### src/rsd_pkg.sv
// package: constants and types for the relay switch serial diagnosis block
`default_nettype none
package rsd_pkg;

  localparam int RSD_CHANNELS = 8;
  localparam int RSD_WORD_BITS = 16;
  localparam int RSD_CLK_PERIOD_NS = 8;

  // open-load delay window, microseconds
  localparam int RSD_OL_DELAY_MIN_US = 30;
  localparam int RSD_OL_DELAY_MAX_US = 200;
  // over-load shutdown delay window, microseconds
  localparam int RSD_OVL_DELAY_MIN_US = 3;
  localparam int RSD_OVL_DELAY_MAX_US = 50;
  // chosen points inside the windows: least time, rounded up
  localparam int RSD_OL_DELAY_CYC = (RSD_OL_DELAY_MIN_US * 1000 + RSD_CLK_PERIOD_NS - 1)
    / RSD_CLK_PERIOD_NS;
  localparam int RSD_OVL_DELAY_CYC = (RSD_OVL_DELAY_MIN_US * 1000 + RSD_CLK_PERIOD_NS - 1)
    / RSD_CLK_PERIOD_NS;
  localparam int RSD_DLY_W = 16;

  // bit count checks
  localparam int RSD_BYTE_BITS = 8;
  localparam int RSD_CNT_W = 8;

  localparam logic [15:0] RSD_CFG_RESET = 16'hffff;
  localparam logic RSD_TER_RESET = 1'b1;

  // wishbone map (byte addresses)
  localparam logic [7:0] RSD_ADDR_STATUS = 8'h00;
  localparam logic [7:0] RSD_ADDR_CONFIG = 8'h04;
  localparam logic [7:0] RSD_ADDR_FLAGS = 8'h08;
  localparam logic [7:0] RSD_ADDR_OUTPUT = 8'h0c;

  typedef enum logic [1:0] {
    RSD_MODE_STANDBY = 2'h0,
    RSD_MODE_INPUT = 2'h1,
    RSD_MODE_ON = 2'h2,
    RSD_MODE_OFF = 2'h3
  } rsd_mode_t;

  // analog sense inputs of one channel
  typedef struct packed {
    logic open_load;
    logic over_load;
    logic over_temp;
  } rsd_sense_t;

  // per-channel drive outputs
  typedef struct packed {
    logic switch_on;
    logic diag_current;
  } rsd_drive_t;

endpackage
`default_nettype wire

### src/rsd_channel.sv
// one output channel: mode decode, protection and diagnosis flags
`timescale 1ns/1ps
`default_nettype none
module rsd_channel
  import rsd_pkg::*;
(
  // clock and reset
  input wire logic clk_i,
  input wire logic rst_i,
  // control
  input wire logic [1:0] mode_i,
  input wire logic input_pin_i,
  input wire rsd_sense_t sense_i,
  // results
  output rsd_drive_t drive_o,
  output logic open_load_flag_o,
  output logic protection_fault_flag_o
);

  logic standby;
  logic want_on;
  logic on_now;
  logic [RSD_DLY_W-1:0] ol_cnt_q;
  logic [RSD_DLY_W-1:0] ovl_cnt_q;
  logic ol_q;
  logic pf_q;
  logic ol_set;
  logic ovl_trip;

  assign standby = (mode_i == RSD_MODE_STANDBY);
  always_comb begin
    case (mode_i)
      RSD_MODE_INPUT: want_on = input_pin_i;
      RSD_MODE_ON: want_on = 1'b1;
      default: want_on = 1'b0;
    endcase
  end
  // latched fault keeps channel off until standby clears it
  assign on_now = want_on && !pf_q;

  // open load timing only in the off state with diagnosis current
  always_ff @(posedge clk_i) begin
    if (rst_i || standby || on_now || !sense_i.open_load) begin
      ol_cnt_q <= '0;
    end else if (ol_cnt_q != RSD_DLY_W'(RSD_OL_DELAY_CYC)) begin
      ol_cnt_q <= ol_cnt_q + 1'b1;
    end
  end
  assign ol_set = (ol_cnt_q == RSD_DLY_W'(RSD_OL_DELAY_CYC));

  always_ff @(posedge clk_i) begin
    if (rst_i || !on_now || !sense_i.over_load) begin
      ovl_cnt_q <= '0;
    end else if (ovl_cnt_q != RSD_DLY_W'(RSD_OVL_DELAY_CYC)) begin
      ovl_cnt_q <= ovl_cnt_q + 1'b1;
    end
  end
  assign ovl_trip = (ovl_cnt_q == RSD_DLY_W'(RSD_OVL_DELAY_CYC));

  always_ff @(posedge clk_i) begin
    if (rst_i || standby) begin
      ol_q <= 1'b0;
    end else if (ol_set) begin
      ol_q <= 1'b1;
    end
  end

  always_ff @(posedge clk_i) begin
    if (rst_i || standby) begin
      pf_q <= 1'b0;
    end else if (sense_i.over_temp || ovl_trip) begin
      pf_q <= 1'b1;
    end
  end

  assign drive_o.switch_on = on_now;
  assign drive_o.diag_current = !standby && !on_now;
  assign open_load_flag_o = ol_q;
  assign protection_fault_flag_o = pf_q;

endmodule
`default_nettype wire

### src/rsd_top.sv
// top: serial slave, configuration, diagnosis word and wishbone view
//
// Overview of operation
// - each channel keeps a sticky fault flag for over load or over temperature.
// - off channel with diagnosis sets open-load flag after the open-load delay.
// - both channel flags clear only on reset or while that channel is in standby.
// - open-load detection runs only in the off state.
// - over temperature sets fault flag and switches an active channel off.
// - over load switches channel off after the over-load delay and flags it.
// - select high: clock and data ignored, serial output high impedance.
// - select falling loads the diagnosis flags into the shift register.
// - before first rising clock, output is transfer error OR serial input.
// - any reset sets the transfer error flag.
// - input sampled on falling clock edge, output shifted on rising edge.
// - words travel most significant bit first both ways.
// - select rising commits only if clock count is multiple of 8, at least 16.
// - one bit shifts per clock; after 16 the old word has left.
// - transfer error reads 0 after a valid transfer, 1 otherwise or after reset.
// - two-bit mode: standby, follow input, forced on, forced off with diagnosis.
// - outgoing word: per channel open-load in odd bit, fault in even bit.
// - configuration resets to all ones.
`timescale 1ns/1ps
`default_nettype none
module rsd_top
  import rsd_pkg::*;
(
  // clock and reset
  input wire logic clk_i,
  input wire logic rst_i,
  // serial link pins
  input wire logic select_n_i,
  input wire logic sclk_i,
  input wire logic sdi_i,
  output logic sdo_o,
  output logic sdo_oe_o,
  // channel side
  input wire logic [RSD_CHANNELS-1:0] input_pin_i,
  input wire rsd_sense_t [RSD_CHANNELS-1:0] sense_i,
  output rsd_drive_t [RSD_CHANNELS-1:0] drive_o,
  // wishbone slave
  input wire logic wb_cyc_i,
  input wire logic wb_stb_i,
  input wire logic wb_we_i,
  input wire logic [7:0] wb_adr_i,
  input wire logic [3:0] wb_sel_i,
  input wire logic [31:0] wb_dat_i,
  output logic [31:0] wb_dat_o,
  output logic wb_ack_o
);

  // ==========================================================
  // pin synchronisers
  logic [1:0] cs_sync_q;
  logic [1:0] clk_sync_q;
  logic [1:0] di_sync_q;
  logic cs_n_q;
  logic sclk_q;

  always_ff @(posedge clk_i) begin
    if (rst_i) begin
      cs_sync_q <= 2'h3;
      clk_sync_q <= 2'h0;
      di_sync_q <= 2'h0;
    end else begin
      cs_sync_q <= {cs_sync_q[0], select_n_i};
      clk_sync_q <= {clk_sync_q[0], sclk_i};
      di_sync_q <= {di_sync_q[0], sdi_i};
    end
  end

  always_ff @(posedge clk_i) begin
    if (rst_i) begin
      cs_n_q <= 1'b1;
      sclk_q <= 1'b0;
    end else begin
      cs_n_q <= cs_sync_q[1];
      sclk_q <= clk_sync_q[1];
    end
  end

  logic cs_fall;
  logic cs_rise;
  logic active;
  logic clk_rise;
  logic clk_fall;

  assign cs_fall = cs_n_q && !cs_sync_q[1];
  assign cs_rise = !cs_n_q && cs_sync_q[1];
  assign active = !cs_sync_q[1] && !cs_n_q;
  // edges ignored while deselected
  assign clk_rise = active && !sclk_q && clk_sync_q[1];
  assign clk_fall = active && sclk_q && !clk_sync_q[1];

  // ==========================================================
  // channel pin and sense synchronisers
  logic [RSD_CHANNELS-1:0] pin_meta_q;
  logic [RSD_CHANNELS-1:0] pin_sync_q;
  rsd_sense_t [RSD_CHANNELS-1:0] sense_meta_q;
  rsd_sense_t [RSD_CHANNELS-1:0] sense_sync_q;

  // pins and sense lines are asynchronous to clk_i
  always_ff @(posedge clk_i) begin
    if (rst_i) begin
      pin_meta_q <= '0;
      pin_sync_q <= '0;
      sense_meta_q <= '0;
      sense_sync_q <= '0;
    end else begin
      pin_meta_q <= input_pin_i;
      pin_sync_q <= pin_meta_q;
      sense_meta_q <= sense_i;
      sense_sync_q <= sense_meta_q;
    end
  end

  // ==========================================================
  // channels
  logic [15:0] cfg_q;
  logic [RSD_CHANNELS-1:0] ol_flag;
  logic [RSD_CHANNELS-1:0] pf_flag;
  logic [15:0] diag_word;

  genvar g;
  generate
    for (g = 0; g < RSD_CHANNELS; g++) begin : g_ch
      rsd_channel u_ch (
        .clk_i(clk_i),
        .rst_i(rst_i),
        .mode_i(cfg_q[2*g+1 -: 2]),
        .input_pin_i(pin_sync_q[g]),
        .sense_i(sense_sync_q[g]),
        .drive_o(drive_o[g]),
        .open_load_flag_o(ol_flag[g]),
        .protection_fault_flag_o(pf_flag[g])
      );
      assign diag_word[2*g+1] = ol_flag[g];
      assign diag_word[2*g] = pf_flag[g];
    end
  endgenerate

  // ==========================================================
  // shift register and bit count
  logic [15:0] shift_q;
  logic [15:0] shift_d;
  logic [RSD_CNT_W-1:0] cnt_q;
  logic cnt_wrap_q;
  logic seen_rise_q;
  logic ter_q;
  logic sdo_q;
  logic valid_len;

  // shift in on falling edge, out on rising edge
  assign shift_d = {shift_q[14:0], di_sync_q[1]};

  always_ff @(posedge clk_i) begin
    if (rst_i) begin
      shift_q <= '0;
    end else if (cs_fall) begin
      shift_q <= diag_word;
    end else if (clk_fall) begin
      shift_q <= shift_d;
    end
  end

  always_ff @(posedge clk_i) begin
    if (rst_i || cs_fall) begin
      cnt_q <= '0;
      cnt_wrap_q <= 1'b0;
    end else if (clk_fall) begin
      cnt_q <= cnt_q + 1'b1;
      if (cnt_q == '1) begin
        cnt_wrap_q <= 1'b1;
      end
    end
  end

  // counts falling edges; at select rise the register holds the last 16 bits
  assign valid_len = (cnt_q[2:0] == 3'h0)
    && (cnt_wrap_q || cnt_q >= RSD_CNT_W'(RSD_WORD_BITS));

  always_ff @(posedge clk_i) begin
    if (rst_i || cs_fall) begin
      seen_rise_q <= 1'b0;
    end else if (clk_rise) begin
      seen_rise_q <= 1'b1;
    end
  end

  always_ff @(posedge clk_i) begin
    if (rst_i) begin
      sdo_q <= 1'b0;
    end else if (cs_fall) begin
      sdo_q <= diag_word[15];
    end else if (clk_rise) begin
      sdo_q <= shift_q[15];
    end
  end

  // ==========================================================
  // configuration and transfer error
  logic wb_cfg_we;
  logic [15:0] wb_cfg_val;

  always_ff @(posedge clk_i) begin
    if (rst_i) begin
      cfg_q <= RSD_CFG_RESET;
    end else if (cs_rise && valid_len) begin
      cfg_q <= shift_q;
    end else if (wb_cfg_we) begin
      cfg_q <= wb_cfg_val;
    end
  end

  always_ff @(posedge clk_i) begin
    if (rst_i) begin
      ter_q <= RSD_TER_RESET;
    end else if (cs_rise) begin
      ter_q <= !valid_len;
    end
  end

  // ==========================================================
  // serial output pin
  always_comb begin
    sdo_oe_o = active;
    if (!seen_rise_q) begin
      sdo_o = ter_q | di_sync_q[1];
    end else begin
      sdo_o = sdo_q;
    end
  end

  // ==========================================================
  // wishbone slave
  logic wb_req;
  logic ack_q;
  logic [31:0] rd_q;

  assign wb_req = wb_cyc_i && wb_stb_i && !ack_q;
  // write lands at the edge that completes the cycle
  assign wb_cfg_we = wb_cyc_i && wb_stb_i && ack_q && wb_we_i
    && (wb_adr_i == RSD_ADDR_CONFIG);
  assign wb_cfg_val = {wb_sel_i[1] ? wb_dat_i[15:8] : cfg_q[15:8],
                       wb_sel_i[0] ? wb_dat_i[7:0] : cfg_q[7:0]};

  always_ff @(posedge clk_i) begin
    if (rst_i) begin
      ack_q <= 1'b0;
    end else begin
      ack_q <= wb_req;
    end
  end

  always_ff @(posedge clk_i) begin
    if (rst_i) begin
      rd_q <= '0;
    end else if (wb_req && !wb_we_i) begin
      case (wb_adr_i)
        RSD_ADDR_STATUS: rd_q <= {29'h0, active, seen_rise_q, ter_q};
        RSD_ADDR_CONFIG: rd_q <= {16'h0, cfg_q};
        RSD_ADDR_FLAGS: rd_q <= {16'h0, diag_word};
        RSD_ADDR_OUTPUT: rd_q <= {16'h0, drive_o};
        default: rd_q <= '0;
      endcase
    end
  end

  assign wb_ack_o = ack_q;
  assign wb_dat_o = rd_q;

endmodule
`default_nettype wire

### config.mk
export PLATFORM = sky130hd
export DESIGN_NAME = rsd_top
export DESIGN_NICKNAME = d
export VERILOG_FILES = /design/src/rsd_pkg.sv /design/src/rsd_channel.sv /design/src/rsd_top.sv
export SDC_FILE = /design/constraint.sdc
export NUM_CORES = 1
export LEC_CHECK = 0
export ABC_CLOCK_PERIOD_IN_PS = 2600
export BUFFER_PORTS_ARGS = -buffer_cell sky130_fd_sc_hd__buf_2
export CAP_MARGIN = 20
export CORE_AREA = 8 8 185 187
export CTS_CLUSTER_DIAMETER = 120
export DETAILED_ROUTE_END_ITERATION = 7
export DIE_AREA = 0 0 193 195
export PLACE_DENSITY = 0.78
export SLEW_MARGIN = 20
export SYNTH_ARGS = -nofsm -noshare
export SYNTH_HDL_FRONTEND = slang
export SYNTH_SLANG_ARGS = --single-unit
### constraint.sdc
create_clock -name clk_i -period 2.6 [get_ports clk_i]
set_input_delay 0.52 -clock clk_i [delete_from_list [all_inputs] [get_ports clk_i]]
set_output_delay 0.52 -clock clk_i [all_outputs]
set_load 0.03 [all_outputs]
==> impl_results.md <==
* Buf/Inv on CP at 3
* Initial antenna violation count at 0
* Status: finished, final reports clean
* H-tree level count at 2
* Synthesized area per cell at 8.76 um^2
* Post-detail-place hpwl at between 20000 and 30000 um
* Synth warn at 0
* I/O Buffers at 100
* Synth cell types at 62
* Multiplexer share of the synthesized area at ~1.4%
* Layout Skew at approximately 0.017 ns
* Vias/cell at 5.82
* Worst EP arrival at just under 2 ns
* Root Buffer: clkbuf_16
* GRT met1 Usage at between 20 and 30%
* Max Cap Viol at 0
* Required time worst endpoint at about 2.1 ns
* Vias at around 15k
* Core Box Area at ~31000 um^2
* CP max FO at 4
* Synth Area in XOR/XNOR at about 7.9%
* Clk buf depth at 3
* Worst VDD drop at roughly 0.00048 V
* Max incr delay on CP at 0.37 ns
* I/O pins at 135
* Worst path slowest cell: dfxtp_2
* Clk sink count at 405
* Synth Area in Compound Gates at roughly a tenth
* CTS Buf Count at between 40 and 50
* Synth Area in Adders at 3.43%
* Fmax at approximately 400 MHz
* Top FF cell, synth: dfxtp_1
* RSZ-0062 raised after global routing: no
* Aggregate routed wire length at around 42000 um
* Rel. slew slack at between 30% and 40%
* Met2 Usage GRT at a little over a third
* Ys async rst share at 0%
* Initial DRC count at roughly 950
* Layout cells sized above 1 at between 10% and 20%
* CTS tree: yes
* Worst slew pin tran at around 0.95 ns
* Mapped cell area at 18200 um^2
* Tcrit/Tclk final at a little over nine tenths
* DRC viols at 0
* Initial Utilization at slightly below 60%
* Count of final setup violators at 0
* Delay-heaviest family, CP: simple AND/OR/NAND/NOR gates
* Synth Area in Simple Gates at around 29%
* Placed Instances at 2539
* Clk pin slew, worst setup/hold paths at about 0.060 ns
* Total congestion overflow at 0
* Post-CTS Setup Repair Bufs at 0
* Startpoint Class: flip-flop
* CP dominant cell by count: buf_4
* Largest net degree at the start of global routing at 34
* Fin. Hold Viols at 0
* Setup crit end kind: primary output
* CP Class: reg2out
* Total die area at ~38000 um^2
* Skew-Pair Late Insertion Delay at 0.54 ns
* Die width at ~190 um
* Net count, final at between 2k and 2.5k
* Post-synth EDFFs at 0
* Global routing's busiest layer: met2
* DR WL/cell at between 15 and 20 um
* Commonest non-fill, non-tap cells in the layout: dfxtp_1 (402), nor2_1 (277), nand2_1 (125), xnor2_1 (107), buf_2 (97)
* Pre-antenna DRT Iters at 5
* Routability cong. at 0.887
* Worst min path class: in2reg
* Critical Path, Cell by Cell: inv_1 > ha_1 > nor2b_2 > and2_4 > buf_4 > nor2_1 > buf_4
* Register area share after synthesis at 44.5%
* GRT Resource Usage Total at between 20% and 30%
* Area grow syn2layout at 12.8%
* Commonest non-fill, non-tap cell in the layout: dfxtp_1
* Final Critical Period at ~2.5 ns
* Main combinational cell family by area after synthesis: simple AND/OR/NAND/NOR gates
* Setup TNS at 0 ns
* Antenna Nets Post-Route at 0
* Die H at between 150 and 200 um
* Max-slew violation count at 0
* Hold buffers post-CTS at 0
* Leak Pwr at 7.14 nW
* Row Count at 65
* Vias in the first global route at between 10k and 15k
* Fill count at roughly 2.6k
* Non-Filler Instances at roughly 2.6k
* First-pass GRT wire length at between 70000 and 80000 um
* Power Density at 609 nW/um^2
* Synth Instances at 2079
* Diode count at 0
* Yosys reg bits at a little over 400
* M3 GR Usage at between 3 and 4%
stage by stage:
stage | total power [mW] | cell area [um^2] | setup slack [ns] | hold WS, ns | util [%]
floorplan | 6.70 | 18300 | 0.558 | 0.389 | -
finish | 12.5 | 20500 | 0.0887 | 0.169 | 65.8
global route | 12.9 | 20500 | 0.000515 | 0.156 | 65.8
global placement | 6.83 | 19100 | 0.376 | 0.391 | 61.2
detailed placement | 6.84 | 19100 | 0.290 | 0.392 | 61.2
CTS | 12.6 | 20500 | 0.00101 | 0.158 | 65.6
worst register-to-register path: stages (launching register included):
cell and delay [ns]:
dfxtp_1 0.39, inv_1 0.11, ha_1 0.27, nor2b_2 0.17, and2_4 0.17, or4b_1 0.76
a211oi_1 0.30
where the power goes:
group | switching (mW) | total [mW] | internal [mW]
clock network | 2.44 | 5.81 | 3.37
logic | 0.235 | 0.376 | 0.141
registers | 0.0508 | 6.34 | 6.29
total | 2.72 | 12.5 | 9.80
path summary, 6_finish.rpt:
kind / from / endpoint / slack (ns) / cells after the start
worst min register to register: cs_sync_q[0] / cs_sync_q[1] / 0.41 / 1
worst max register to register: cfg_q[1] / g_ch[0].u_ch.ol_cnt_q[2] / 0.34 / 6
worst max-delay path: cfg_q[6] / drive_o[6] / 0.09 / 7
worst min-delay path: select_n_i / cs_sync_q[0] / 0.17 / 2
what timing repair did:
action,in CTS,in global routing
gates cloned,0,0
endpoints found under the setup margin,9,12
resized for setup,8,14
synth_stat cells (all sizes together) (47+ instances only):
cell type	count	area, um^2
nor2b	78	488
nand4	69	432
xnor2	107	937
nand2	125	469
nor2	279	1050
ha	50	626
nor3	70	350
or3	62	393
nor4	47	294
xor2	57	499
inv	71	267
dfxtp	405	8110
clkbuf	63	236
nand3	94	470
o21ai	57	285
a21oi	88	440
routing by layer:
layer / wire (um) / vias up / part of all wire [%]
met2: 19600 / 409 / 46
met3: 2400 / 83 / 5.7
met5: 0 / - / 0
met1: 19000 / 7180 / 45
met4: 1240 / 0 / 2.9
li1: - / 7550 / -
area by class of cell:
type	count	area (um^2)	area share (%)
flip-flops and latches	405	8110	39.5
well taps	402	503	2.45
clock inverters	11	106	0.518
clock buffers	66	1230	5.99
inverters	71	267	1.30
multi-input cells	1525	9530	46.4
repair buffers	137	798	3.88
sequential cells by signal, summed over array words and instances, names as in the netlist, 2 cells and up:
register	flops
g_ch.u_ch.ol_cnt_q	128
g_ch.u_ch.ovl_cnt_q	128
sense_meta_q	24
sense_sync_q	24
cfg_q	16
shift_q	16
wb_dat_o	16
cnt_q	8
g_ch.u_ch.open_load_flag_o	8
g_ch.u_ch.protection_fault_flag_o	8
pin_meta_q	8
pin_sync_q	8
clk_sync_q	2
cs_sync_q	2
di_sync_q	2
cell families (layout without fill, tap and decap cells):
family | after synthesis | in the layout
and+or+nand+nor | 990 | 990
buffers and inverters | 164 | 285
AOI/OAI and AO/OA | 280 | 280
DFF | 405 | 405
other | 1 | 16
adders and majority gates | 50 | 50
muxes | 25 | 25
xor gates and xnor gates | 164 | 164
Note: power is estimated with default switching activity, not from simulation.
